<file path="src/design/aps_pkg.sv">
// aps_pkg: constants, types and the state encoding for the converter sequencer.
// assumes a single 100 MHz clock domain; every input is synchronous to mclk.
package aps_pkg;

    localparam int unsigned RES_BITS     = 10;
    localparam int unsigned CLK_MHZ      = 100;
    // worst-case conversion time, microseconds
    localparam int unsigned CONV_TIME_US = 6;
    localparam int unsigned CONV_MAX_CYC = CONV_TIME_US * CLK_MHZ;
    // internal conversion clock divider: one step every this many mclk cycles
    localparam int unsigned INT_STEP_DIV = 24;
    localparam logic [RES_BITS-1:0] CODE_FULL  = 10'h3FF;
    localparam logic [RES_BITS-1:0] CODE_ZERO  = 10'h000;
    localparam logic [RES_BITS-1:0] RESULT_RST = 10'h000;

    typedef enum logic [1:0] {
        APS_SAMPLE,
        APS_CONVERT,
        APS_DONE
    } aps_state_t;

    // host bus strobes, all active low
    typedef struct packed {
        logic cs_n;
        logic wr_n;
        logic rd_n;
    } aps_bus_t;

    // analog front end as seen by the logic
    typedef struct packed {
        logic                cmp_hi;    // comparator: input above trial level
        logic                over_ref;  // input above upper reference
        logic                under_ref; // input below lower reference
    } aps_afe_t;

endpackage

</file>
<file path="src/design/aps_sequencer.sv">
// aps_sequencer: host-side control of a 10-bit successive-approximation converter.
// assumes strobes are synchronous to mclk; the analog comparator answers within one cycle.
`timescale 1ns/1ps
`default_nettype none
module aps_sequencer #(
    parameter int unsigned WIDTH    = aps_pkg::RES_BITS,
    parameter int unsigned STEP_DIV = aps_pkg::INT_STEP_DIV
) (
    input  wire logic                  mclk,
    input  wire logic                  reset_n,
    input  wire aps_pkg::aps_bus_t     bus,
    input  wire aps_pkg::aps_afe_t     afe,
    input  wire logic                  use_ext_clk,
    input  wire logic                  external_conversion_clock,
    output logic [WIDTH-1:0]           data_out,
    output logic [WIDTH-1:0]           data_oe_n,
    output logic                       done_n,
    output logic                       sample_mode,
    output logic [WIDTH-1:0]           dac_trial
);
    import aps_pkg::*;

    // theory of operation
    //
    // three states. in tracking the analog switch follows the input and the
    // result latch keeps the last word. a selected write pulse moves to
    // conversion on the edge where the write strobe returns high, not on its
    // falling edge. a host that holds the strobe low for several cycles
    // therefore gets the whole low time as extra sampling time, which eases
    // the settling demand on a high-impedance source.
    //
    // conversion start is registered: start pulses one cycle after the write
    // edge, and the step engine loads its msb trial one cycle after that.
    // the range flags of the front end are captured with the write edge, so
    // a drifting input cannot flip the clamp decision mid-conversion.
    //
    // pacing comes from one of two sources. the internal divider counts mclk
    // and raises step once every STEP_DIV cycles. it runs freely, so the
    // first step after a start may come anywhere from one to STEP_DIV cycles
    // later. the external conversion clock is sampled as a plain input and
    // each rising edge seen in mclk gives one step; it must stay below half
    // of mclk, or edges are lost and the conversion stretches.
    //
    // the step engine resolves one bit per step, msb first, and pulses
    // finished for one cycle after the lsb step. the sequencer then latches
    // either the engine's word or a clamp code and lowers done_n.
    //
    // a write during conversion is ignored: the engine is busy, and a second
    // start would corrupt the partial word. a write while a result waits
    // unread restarts the conversion and discards that result. hosts that
    // care must read before they write again.
    //
    // a selected read takes effect on every edge where it is seen. the bus
    // outputs are registered: data and enables appear one cycle after the
    // read is first seen; the enables return high one cycle after it ends and data_out keeps the word. a read
    // before done returns the previous word and does not stall conversion.
    //
    // done_n is only set from conversion and only cleared from the done
    // state, so set and clear never meet in one cycle.
    //
    // there is no tristate driver here. data_oe_n is one enable per line,
    // low while driving, for the pad ring to use.
    //
    // limits: the divider is eight bits wide, so STEP_DIV above 256 is
    // refused at elaboration. STEP_DIV times one more than the width must
    // fit in the conversion budget held in the package.
    //
    // hazard: the comparator must answer within one cycle of a new trial.
    // the step engine reads cmp_hi on the step edge itself, at the earliest
    // one cycle after the trial changed.
    //
    // reset puts the block in tracking with done_n high, the bus released
    // and a zero result; wr_q resets low, so the first write cannot end before the second edge after release.

    initial begin
        if (WIDTH != RES_BITS) $error("aps_sequencer: WIDTH must match result width");
        if (STEP_DIV > 256) $error("aps_sequencer: STEP_DIV exceeds divider width");
        if (STEP_DIV < 1 || (STEP_DIV * (WIDTH + 1)) > CONV_MAX_CYC)
            $error("aps_sequencer: STEP_DIV too slow for conversion time");
    end

    typedef struct packed {
        // control state and strobe history
        aps_state_t       st;
        logic             wr_q;
        // conversion clock pacing and conversion start pulse
        logic             xclk_q;
        logic [7:0]       div;
        logic             step;
        logic             start;
        // result latch and flag
        logic [WIDTH-1:0] result;
        logic             done_n;
        // bus side
        logic             drive;
        logic [WIDTH-1:0] dout;
        // range flags captured at start
        logic             clamp_hi;
        logic             clamp_lo;
    } aps_seq_t;

    aps_seq_t s_r, s_nxt;

    // a strobe counts only while the device is selected
    function automatic logic selected(input logic cs_n, input logic strobe_n);
        return !cs_n && !strobe_n;
    endfunction

    // common entry into hold, from tracking and from an unread result
    function automatic aps_seq_t enter_hold(input aps_seq_t cur, input aps_afe_t fe);
        aps_seq_t nx;
        nx          = cur;
        nx.st       = APS_CONVERT;
        nx.start    = 1'b1;
        nx.done_n   = 1'b1;
        nx.clamp_hi = fe.over_ref;
        nx.clamp_lo = fe.under_ref;
        return nx;
    endfunction

    logic             wr_q_lo;
    logic             rd_sel;
    logic             wr_rise;
    logic [WIDTH-1:0] trial;
    logic             finished;

    // strobes only count while the device is selected
    assign wr_q_lo = selected(bus.cs_n, bus.wr_n);
    assign rd_sel  = selected(bus.cs_n, bus.rd_n);
    assign wr_rise = s_r.wr_q && !wr_q_lo && !bus.cs_n;

    // next state of the whole sequencer
    always_comb begin
        s_nxt        = s_r;
        s_nxt.wr_q   = wr_q_lo;
        s_nxt.xclk_q = external_conversion_clock;
        s_nxt.start  = 1'b0;
        s_nxt.step   = 1'b0;

        // conversion clock: internal divider or external rising edge
        if (use_ext_clk) begin
            s_nxt.div  = '0;
            s_nxt.step = external_conversion_clock && !s_r.xclk_q;
        end else if (s_r.div >= 8'(STEP_DIV - 1)) begin
            s_nxt.div  = '0;
            s_nxt.step = 1'b1;
        end else begin
            s_nxt.div = s_r.div + 8'h01;
        end

        case (s_r.st)
            APS_SAMPLE: begin
                // tracking; a new write ends sampling
                if (wr_rise) begin
                    s_nxt = enter_hold(s_nxt, afe);
                end
            end
            APS_CONVERT: begin
                // runs by itself, no host action needed
                if (finished) begin
                    if (s_r.clamp_hi) s_nxt.result = CODE_FULL;
                    else if (s_r.clamp_lo) s_nxt.result = CODE_ZERO;
                    else s_nxt.result = trial;
                    s_nxt.done_n = 1'b0;
                    s_nxt.st     = APS_DONE;
                end
            end
            APS_DONE: begin
                // a read returns done high and back to tracking
                if (rd_sel) begin
                    s_nxt.done_n = 1'b1;
                    s_nxt.st     = APS_SAMPLE;
                end else if (wr_rise) begin
                    // unread result overwritten by a fresh conversion
                    s_nxt = enter_hold(s_nxt, afe);
                end
            end
            default: begin
                s_nxt.st = APS_SAMPLE;
            end
        endcase

        // bus driven only during a selected read, released after
        s_nxt.drive = rd_sel;
        if (rd_sel) begin
            // a word latched in this same cycle shows from the next read edge
            s_nxt.dout = s_r.result;
        end
    end

    always_ff @(posedge mclk or negedge reset_n) begin
        if (!reset_n) begin
            s_r        <= '0;
            s_r.st     <= APS_SAMPLE;
            s_r.done_n <= 1'b1;
            s_r.result <= RESULT_RST;
        end else begin
            s_r <= s_nxt;
        end
    end

    // step engine, paced every STEP_DIV cycles or by external clock edges
    aps_sar_step #(
        .WIDTH    (WIDTH)
    ) u_step (
        .mclk     (mclk),
        .reset_n  (reset_n),
        .start    (s_r.start),
        .step_en  (s_r.step),
        .cmp_hi   (afe.cmp_hi),
        .trial    (trial),
        .finished (finished)
    );

    // bus and done_n outputs come straight from flip-flops; sample_mode is decoded from st and start
    assign data_out    = s_r.dout;
    assign data_oe_n   = {WIDTH{!s_r.drive}};
    assign done_n      = s_r.done_n;
    assign sample_mode = (s_r.st != APS_CONVERT) && !s_r.start;
    assign dac_trial   = trial;
endmodule
`default_nettype wire

</file>
<file path="src/design/aps_sar_step.sv">
// aps_sar_step: one successive-approximation step engine.
// assumes step_en pulses once per conversion clock period.
`timescale 1ns/1ps
`default_nettype none
module aps_sar_step #(
    parameter int unsigned WIDTH = 10
) (
    input  wire logic             mclk,
    input  wire logic             reset_n,
    input  wire logic             start,
    input  wire logic             step_en,
    input  wire logic             cmp_hi,
    output logic [WIDTH-1:0]      trial,
    output logic                  finished
);
    initial begin
        if (WIDTH < 2 || WIDTH > 16) $error("aps_sar_step: WIDTH out of range");
    end

    typedef struct packed {
        logic [WIDTH-1:0] code;
        logic [WIDTH-1:0] bitp;  // one-hot position under test
        logic             busy;
        logic             fin;
    } aps_sar_t;

    aps_sar_t s_r, s_nxt;

    // one bit resolved per step, msb first
    always_comb begin
        s_nxt     = s_r;
        s_nxt.fin = 1'b0;
        if (start) begin
            s_nxt.bitp = {1'b1, {(WIDTH-1){1'b0}}};
            s_nxt.code = {1'b1, {(WIDTH-1){1'b0}}};
            s_nxt.busy = 1'b1;
        end else if (s_r.busy && step_en) begin
            if (!cmp_hi) s_nxt.code = s_r.code & ~s_r.bitp;
            if (s_r.bitp[0]) begin
                s_nxt.busy = 1'b0;
                s_nxt.fin  = 1'b1;
            end else begin
                s_nxt.bitp = s_r.bitp >> 1;
                s_nxt.code = (!cmp_hi ? (s_r.code & ~s_r.bitp) : s_r.code)
                             | (s_r.bitp >> 1);
            end
        end
    end

    always_ff @(posedge mclk or negedge reset_n) begin
        if (!reset_n) begin
            s_r <= '0;
        end else begin
            s_r <= s_nxt;
        end
    end

    assign trial    = s_r.code;
    assign finished = s_r.fin;
endmodule
`default_nettype wire

</file>
<file path="config.mk">
export PLATFORM = sky130hd
export DESIGN_NAME = aps_sequencer
export DESIGN_NICKNAME = d
export VERILOG_FILES = /design/src/design/aps_pkg.sv /design/src/design/aps_sequencer.sv /design/src/design/aps_sar_step.sv
export SDC_FILE = /design/constraint.sdc
export NUM_CORES = 1
export LEC_CHECK = 0
export CAP_MARGIN = 0
export CORE_MARGIN = 3
export CORE_UTILIZATION = 59
export CTS_BUF_LIST = sky130_fd_sc_hd__clkbuf_4
export CTS_CLUSTER_DIAMETER = 40
export DETAILED_ROUTE_END_ITERATION = 8
export DONT_BUFFER_PORTS = 1
export GPL_TIMING_DRIVEN = 0
export PLACE_DENSITY = 0.82
export SETUP_SLACK_MARGIN = 0.5
export SYNTH_ARGS = -nofsm -noshare
export SYNTH_HDL_FRONTEND = slang
export SYNTH_SLANG_ARGS = --single-unit
</file>
<file path="constraint.sdc">
create_clock -name mclk -period 1.6 [get_ports mclk]
set_clock_uncertainty 0.15 [all_clocks]
set_input_delay 0.16 -clock mclk [delete_from_list [all_inputs] [get_ports mclk]]
set_output_delay 0.16 -clock mclk [all_outputs]
set_load 0.02 [all_outputs]
</file>
; ---- Word-level counts from Yosys, hierarchy flattened
; Index checks and enable logic that the tools add are counted.
[totals]
regBits = 60
input_bits = 10
output_inout_bits = 32
elab_cells = 76
[classes]
add_sub_neg = 1
order_cmp = 1
n_eq_ne = 6
muxes = 23
n_bitwise = 3
reduce_logical = 25
[op_table]
columns = operator, n
row1 = $pmux 12 s2, 2
row2 = $mux 22, 2
row3 = $mux 10, 4
row4 = $mux 38, 1
row5 = $pmux 11 s3, 1
row6 = $mux 21, 1
row7 = $mux 20, 1
row8 = $mux 12, 1
row9 = $mux 11, 1
row10 = $and 10x10->10, 1
row11 = $not 10->10, 1
row12 = $or 10x9->10, 1
row13 = $mux 9, 1
row14 = $add 8x1->8 const B, 1
row15 = $ge 8x5->1 const B, 1
row16 = $mux 8, 1
row17 = $reduce_and 2->1, 4
row18 = $logic_and 1x1->1, 7
row19 = $logic_not 1->1, 7
row20 = $mux 2, 3
row21 = $pmux 2 s3, 1
row22 = $reduce_bool 2->1, 3
row23 = $reduce_bool 3->1, 2
row24 = $ne 2x1->1 const B, 2
row25 = other kinds (6), 9

; ---- Depth between registers and ports, before layout
[depth]
ltp_word = 9
ltp_mapped = 5

; ---- Cells and area by module
; From an unflattened synthesis, not the netlist that was laid out.
[unflattened]
cells_unflattened = 242
hier_area_um2 = 2837.7
[by_module_without_submodules]
columns = mod, n_inst, cells_per_inst, area_per_inst_um2
row1 = aps_sequencer, 1, 156, 1788.0
row2 = aps_sar_step, 1, 86, 1049.8

; ---- Worst setup path after synthesis
; OpenSTA, ideal clock, no wires.
[synth_path]
path_kind = reg2reg
start = register s_r[36] in the netlist's numbering
end = register s_r[36] in the netlist's numbering
setup_ps = 104
arrival_ps = 1302
path_slack_ps = 44
stages_incl_launch_ff = 6
n_path_buf = 0
synth_period_minus_slack_ps = 1556
cell_sequence = dfrtp_1 inv_1 ha_1 a21oi_1 or4_1 o311ai_1
[synth_via]
elab_chain_cells = 3
elab_cells_between_ends = 7
cone_classes = eq/ne: 3 / mux: 3 / reduce/logical: 1
[synth_lines]
columns = element, line
row1 = start: declaration, aps_sequencer.sv:102  ; aps_seq_t s_r, s_nxt;
row2 = start signal: assignment, aps_sequencer.sv:198  ; s_r <= s_nxt;
row3 = $mux 38, n/a
row4 = $mux 2, n/a
row5 = $pmux 2 s3, aps_sequencer.sv:151  ; case (s_r.st)
; Parallel ways exist; a longest one is shown, timed or not.
; A chain may end at the register's enable or synchronous reset.

; ---- Worst setup path after layout
[layout_path]
start = register s_r[37] in the netlist's numbering
end = register, netlist name done_n
[layout_via]
elab_chain_cells = 3
elab_cells_between_ends = 7
cone_classes = eq/ne: 3 / mux: 1 / reduce/logical: 3
[layout_lines]
columns = element, line
row1 = $eq 2x1->1 (tied with other cells), aps_sequencer.sv:151
row2 = $ne 2x1->1 (no source line) or $reduce_bool 3->1 (tied branches), n/a
row3 = $reduce_and 2->1 (no source line), n/a
; Parallel ways exist; a longest one is shown, timed or not.

==> impl_metrics.json <==
{
  "synth_seq_area_share_pct": 56.3,
  "port_buffers": 0,
  "min_period_ns": 1.82,
  "drt_iter0_drc": 199,
  "io_pins": 42,
  "leakagePower_nw": 1.88,
  "p_per_area_nw_per_um2": 1870,
  "synth_area_sq_um": 2670,
  "end_kind": "register",
  "cts_buffers": 9,
  "async_flop_share_pct": 100,
  "r2r_setup_slack_ns": -0.22,
  "nets": 323,
  "place_congestion": 0.785,
  "startpoint_type": "register",
  "die_h_um": 73.2,
  "die_area_sq_um": 5360,
  "grt_pass1_wl_um": 10900,
  "grtUsageTotal_pct": 27.8,
  "cts.path.max_buffers": 2,
  "drc_errors": 0,
  "p_seq_share_pct": 35.5,
  "antenna_cells": 0,
  "finalHoldViolations": 62,
  "internal_power_w": 0.00428,
  "clk_pin_slew_worst_paths_ns": 0.12,
  "cp_max_fo": 4,
  "multiInputGateArea_sq_um": 1320,
  "fin_hold_ws_ns": -0.737,
  "grt_pass1_vias": 2127,
  "rows": 23,
  "fin_crit_sh_pct": 113,
  "max_stage_delay_ns": 0.48,
  "drt-total-wl_um": 9930,
  "cts.sinks": 60,
  "setup_viol": 5,
  "critPathBufInv": 2,
  "pwr-share-clk_pct": 14.4,
  "ys_seq_elements": 60,
  "stdcell_count": 361,
  "wl_per_cell_um": 27.5,
  "drt_pre_antenna_iters": 5,
  "avgSynthCellArea_sq_um": 10.9,
  "path_class": "register to register",
  "crit_chain": "inv_4, ha_4, nor2b_4, buf_4, o21ai_0, and3b_1",
  "switching_share_pct": 41.2,
  "h-tree-depth": 3,
  "crit_family": "flip-flops",
  "die_x_um": 73.2,
  "seqCellArea_sq_um": 1510,
  "dp_slack_ns": -0.0484,
  "slowest_stage": "dfrtp_2",
  "root_buffer": "clkbuf_4",
  "power_switching_w": 0.00300,
  "crit_arrival_ns": 2.03,
  "max_freq_mhz": 551,
  "synth_ff_type": "dfrtp_1",
  "dpl.hpwl_um": 3310,
  "maxCapViolations": 0,
  "vias": 2388,
  "crit_required_ns": 1.81,
  "place_area_sq_um": 2820,
  "reg2reg_depth": 6,
  "yosysTopAreaCellShare_pct": 55.3,
  "ant_nets": 0,
  "reg2reg_from": "s_r[37]",
  "overflow": 0,
  "clock_latency_ns": 0.43,
  "synthToLayoutAreaGrowth_pct": 45.7,
  "synth-edff-count": 0,
  "ys.warnings.count": 0,
  "status": "finished, violations left",
  "peakVddDrop_uv": 1190,
  "vias_per_cell": 6.61,
  "worst_slack_ns": -0.215,
  "netlist_instances": 245,
  "cts_tree": "built",
  "antenna_found_initial": 0,
  "min_path_type": "input port to async pin",
  "fillers": 105,
  "core_sq_um": 4170,
  "violations": "negative hold slack, negative setup slack",
  "synth_area_leader_cell": "dfrtp_1",
  "dp_cells": 297,
  "combPwrFrac_pct": 50.1,
  "regToRegEndpoint": "done_n",
  "fin_tns_setup_ns": -0.485,
  "slew_viol_final": 0,
  "grt_max_degree": 61,
  "initial_core_util_pct": 63.9,
  "fin_util_pct": 93.1,
  "rsz0062_at_grt": "true",
  "synth.distinct_cells": 37,
  "yosys-top-cells-area": "dfrtp_1 55%, buf_4 8.4%, a21oi_1 5.6%, mux2_2 5.1%, nand2_1 4.9%",
  "drive_gt1_share_pct": 59.2,
  "stdcell_area_sq_um": 3890
}
==> layer usage <==
metal	wire [um]	GRT usage (%)	part of all wire [%]	vias up
li1	-	-	-	927
met1	3560	32.1	36	1190
met2	4860	48.1	49	198
met3	950	8.13	9.6	73
met4	567	11.1	5.7	0
met5	0	0	0	-
==> sequential cells by signal, summed over array words and instances (netlist names) <==
signal           cells
u_step.trial        10
done_n               1
s_r                 27
u_step.finished      1
u_step.s_r          11
data_out            10
==> power by group through the flow <==
| stage | clock network [W] | registers (W) | logic [W] |
|---|---|---|---|
| 5_1_grt | 0.00112 | 0.00260 | 0.00377 |
| 2_1_floorplan | 0 | 0.00228 | 0.00153 |
| 3_3_place_gp | 0 | 0.00238 | 0.00167 |
| 3_5_place_dp | 0 | 0.00241 | 0.00173 |
| 6_report | 0.00105 | 0.00259 | 0.00365 |
| 4_1_cts | 0.00101 | 0.00238 | 0.00249 |
==> what timing repair did <==
item,in CTS,in global routing
hold buffers,6,1
endpoints found under the hold margin,75,63
pin swaps,8,18
gates resized for setup,59,98
buffers inserted,27,13
gates cloned,1,2
setup endpoints to repair,74,85
==> cell usage after synthesis, types with 2 or more instances <==
cell type,instances
nand2_1,35
o21ai_0,11
nor2_1,11
buf_4,30
buf_2,2
a21oi_1,30
nor4_1,2
inv_1,6
mux2_2,12
ha_1,5
a21o_1,2
nand3_1,4
dfrtp_1,59
clkbuf_1,3
and3b_1,3
a21bo_2,8
o211ai_1,2
==> metrics by stage <==
| step | total power [W] | hold slack, ns |
|---|---|---|
| global placement | 0.00405 | -0.284 |
| floorplan | 0.00381 | -0.286 |
| finish | 0.00728 | -0.737 |
| CTS | 0.00587 | -0.736 |
| detailed placement | 0.00413 | -0.284 |
| global route | 0.00748 | -0.763 |
==> worst max path at each step <==
| stage | from | endpoint | slack [ns] | cells past startpoint |
|---|---|---|---|---|
| floorplan | s_r[37] | s_r[36] | 0.08 | 5 |
| global placement | s_r[37] | s_r[0] | 0.02 | 5 |
| detailed placement | s_r[37] | s_r[36] | -0.05 | 5 |
| CTS | s_r[24] | sample_mode | 0.01 | 2 |
| global route | s_r[37] | done_n | -0.21 | 6 |
| finish | s_r[37] | done_n | -0.22 | 6 |
==> layout by cell type (no fill, tap or decap), types with 3 or more instances in the layout <==
cell	count
nand2_2	4
buf_4	28
a21oi_1	10
mux2_2	3
dfrtp_1	55
mux2_4	9
nand2_1	22
inv_1	3
a21bo_4	5
dlygate4sd3_1	6
inv_4	3
o21ai_2	10
buf_6	46
nand2_4	9
a21oi_2	18
dfrtp_2	4
ha_4	3
nor2_2	3
a21bo_2	3
conb_1	3
clkbuf_4	9
nor2_1	7
==> cells by family after synthesis <==
logic type	after synthesis	share of synthesized area, %
AO/OA/AOI/OAI	58	13.2
XOR/XNOR	2	0.657
adder cells (fa/ha/maj)	5	2.35
buffers and inverters	43	10.5
flip-flops	60	56.3
multiplexers	13	5.44
other	1	0.141
AND/OR/NAND/NOR	63	11.4
==> final cells by class <==
cell class                 instances  area share, %
clock buffer                       9           1.74
timing repair buffer              49           11.4
multi-input combinational        144           33.8
inverter                           8           1.22
sequential                        60           38.8
tap                               50           1.61
timing repair inverter             1          0.161
buffer                            35           9.79
clock inverter                     5           1.42
Note: power is estimated with default switching activity, not from simulation.
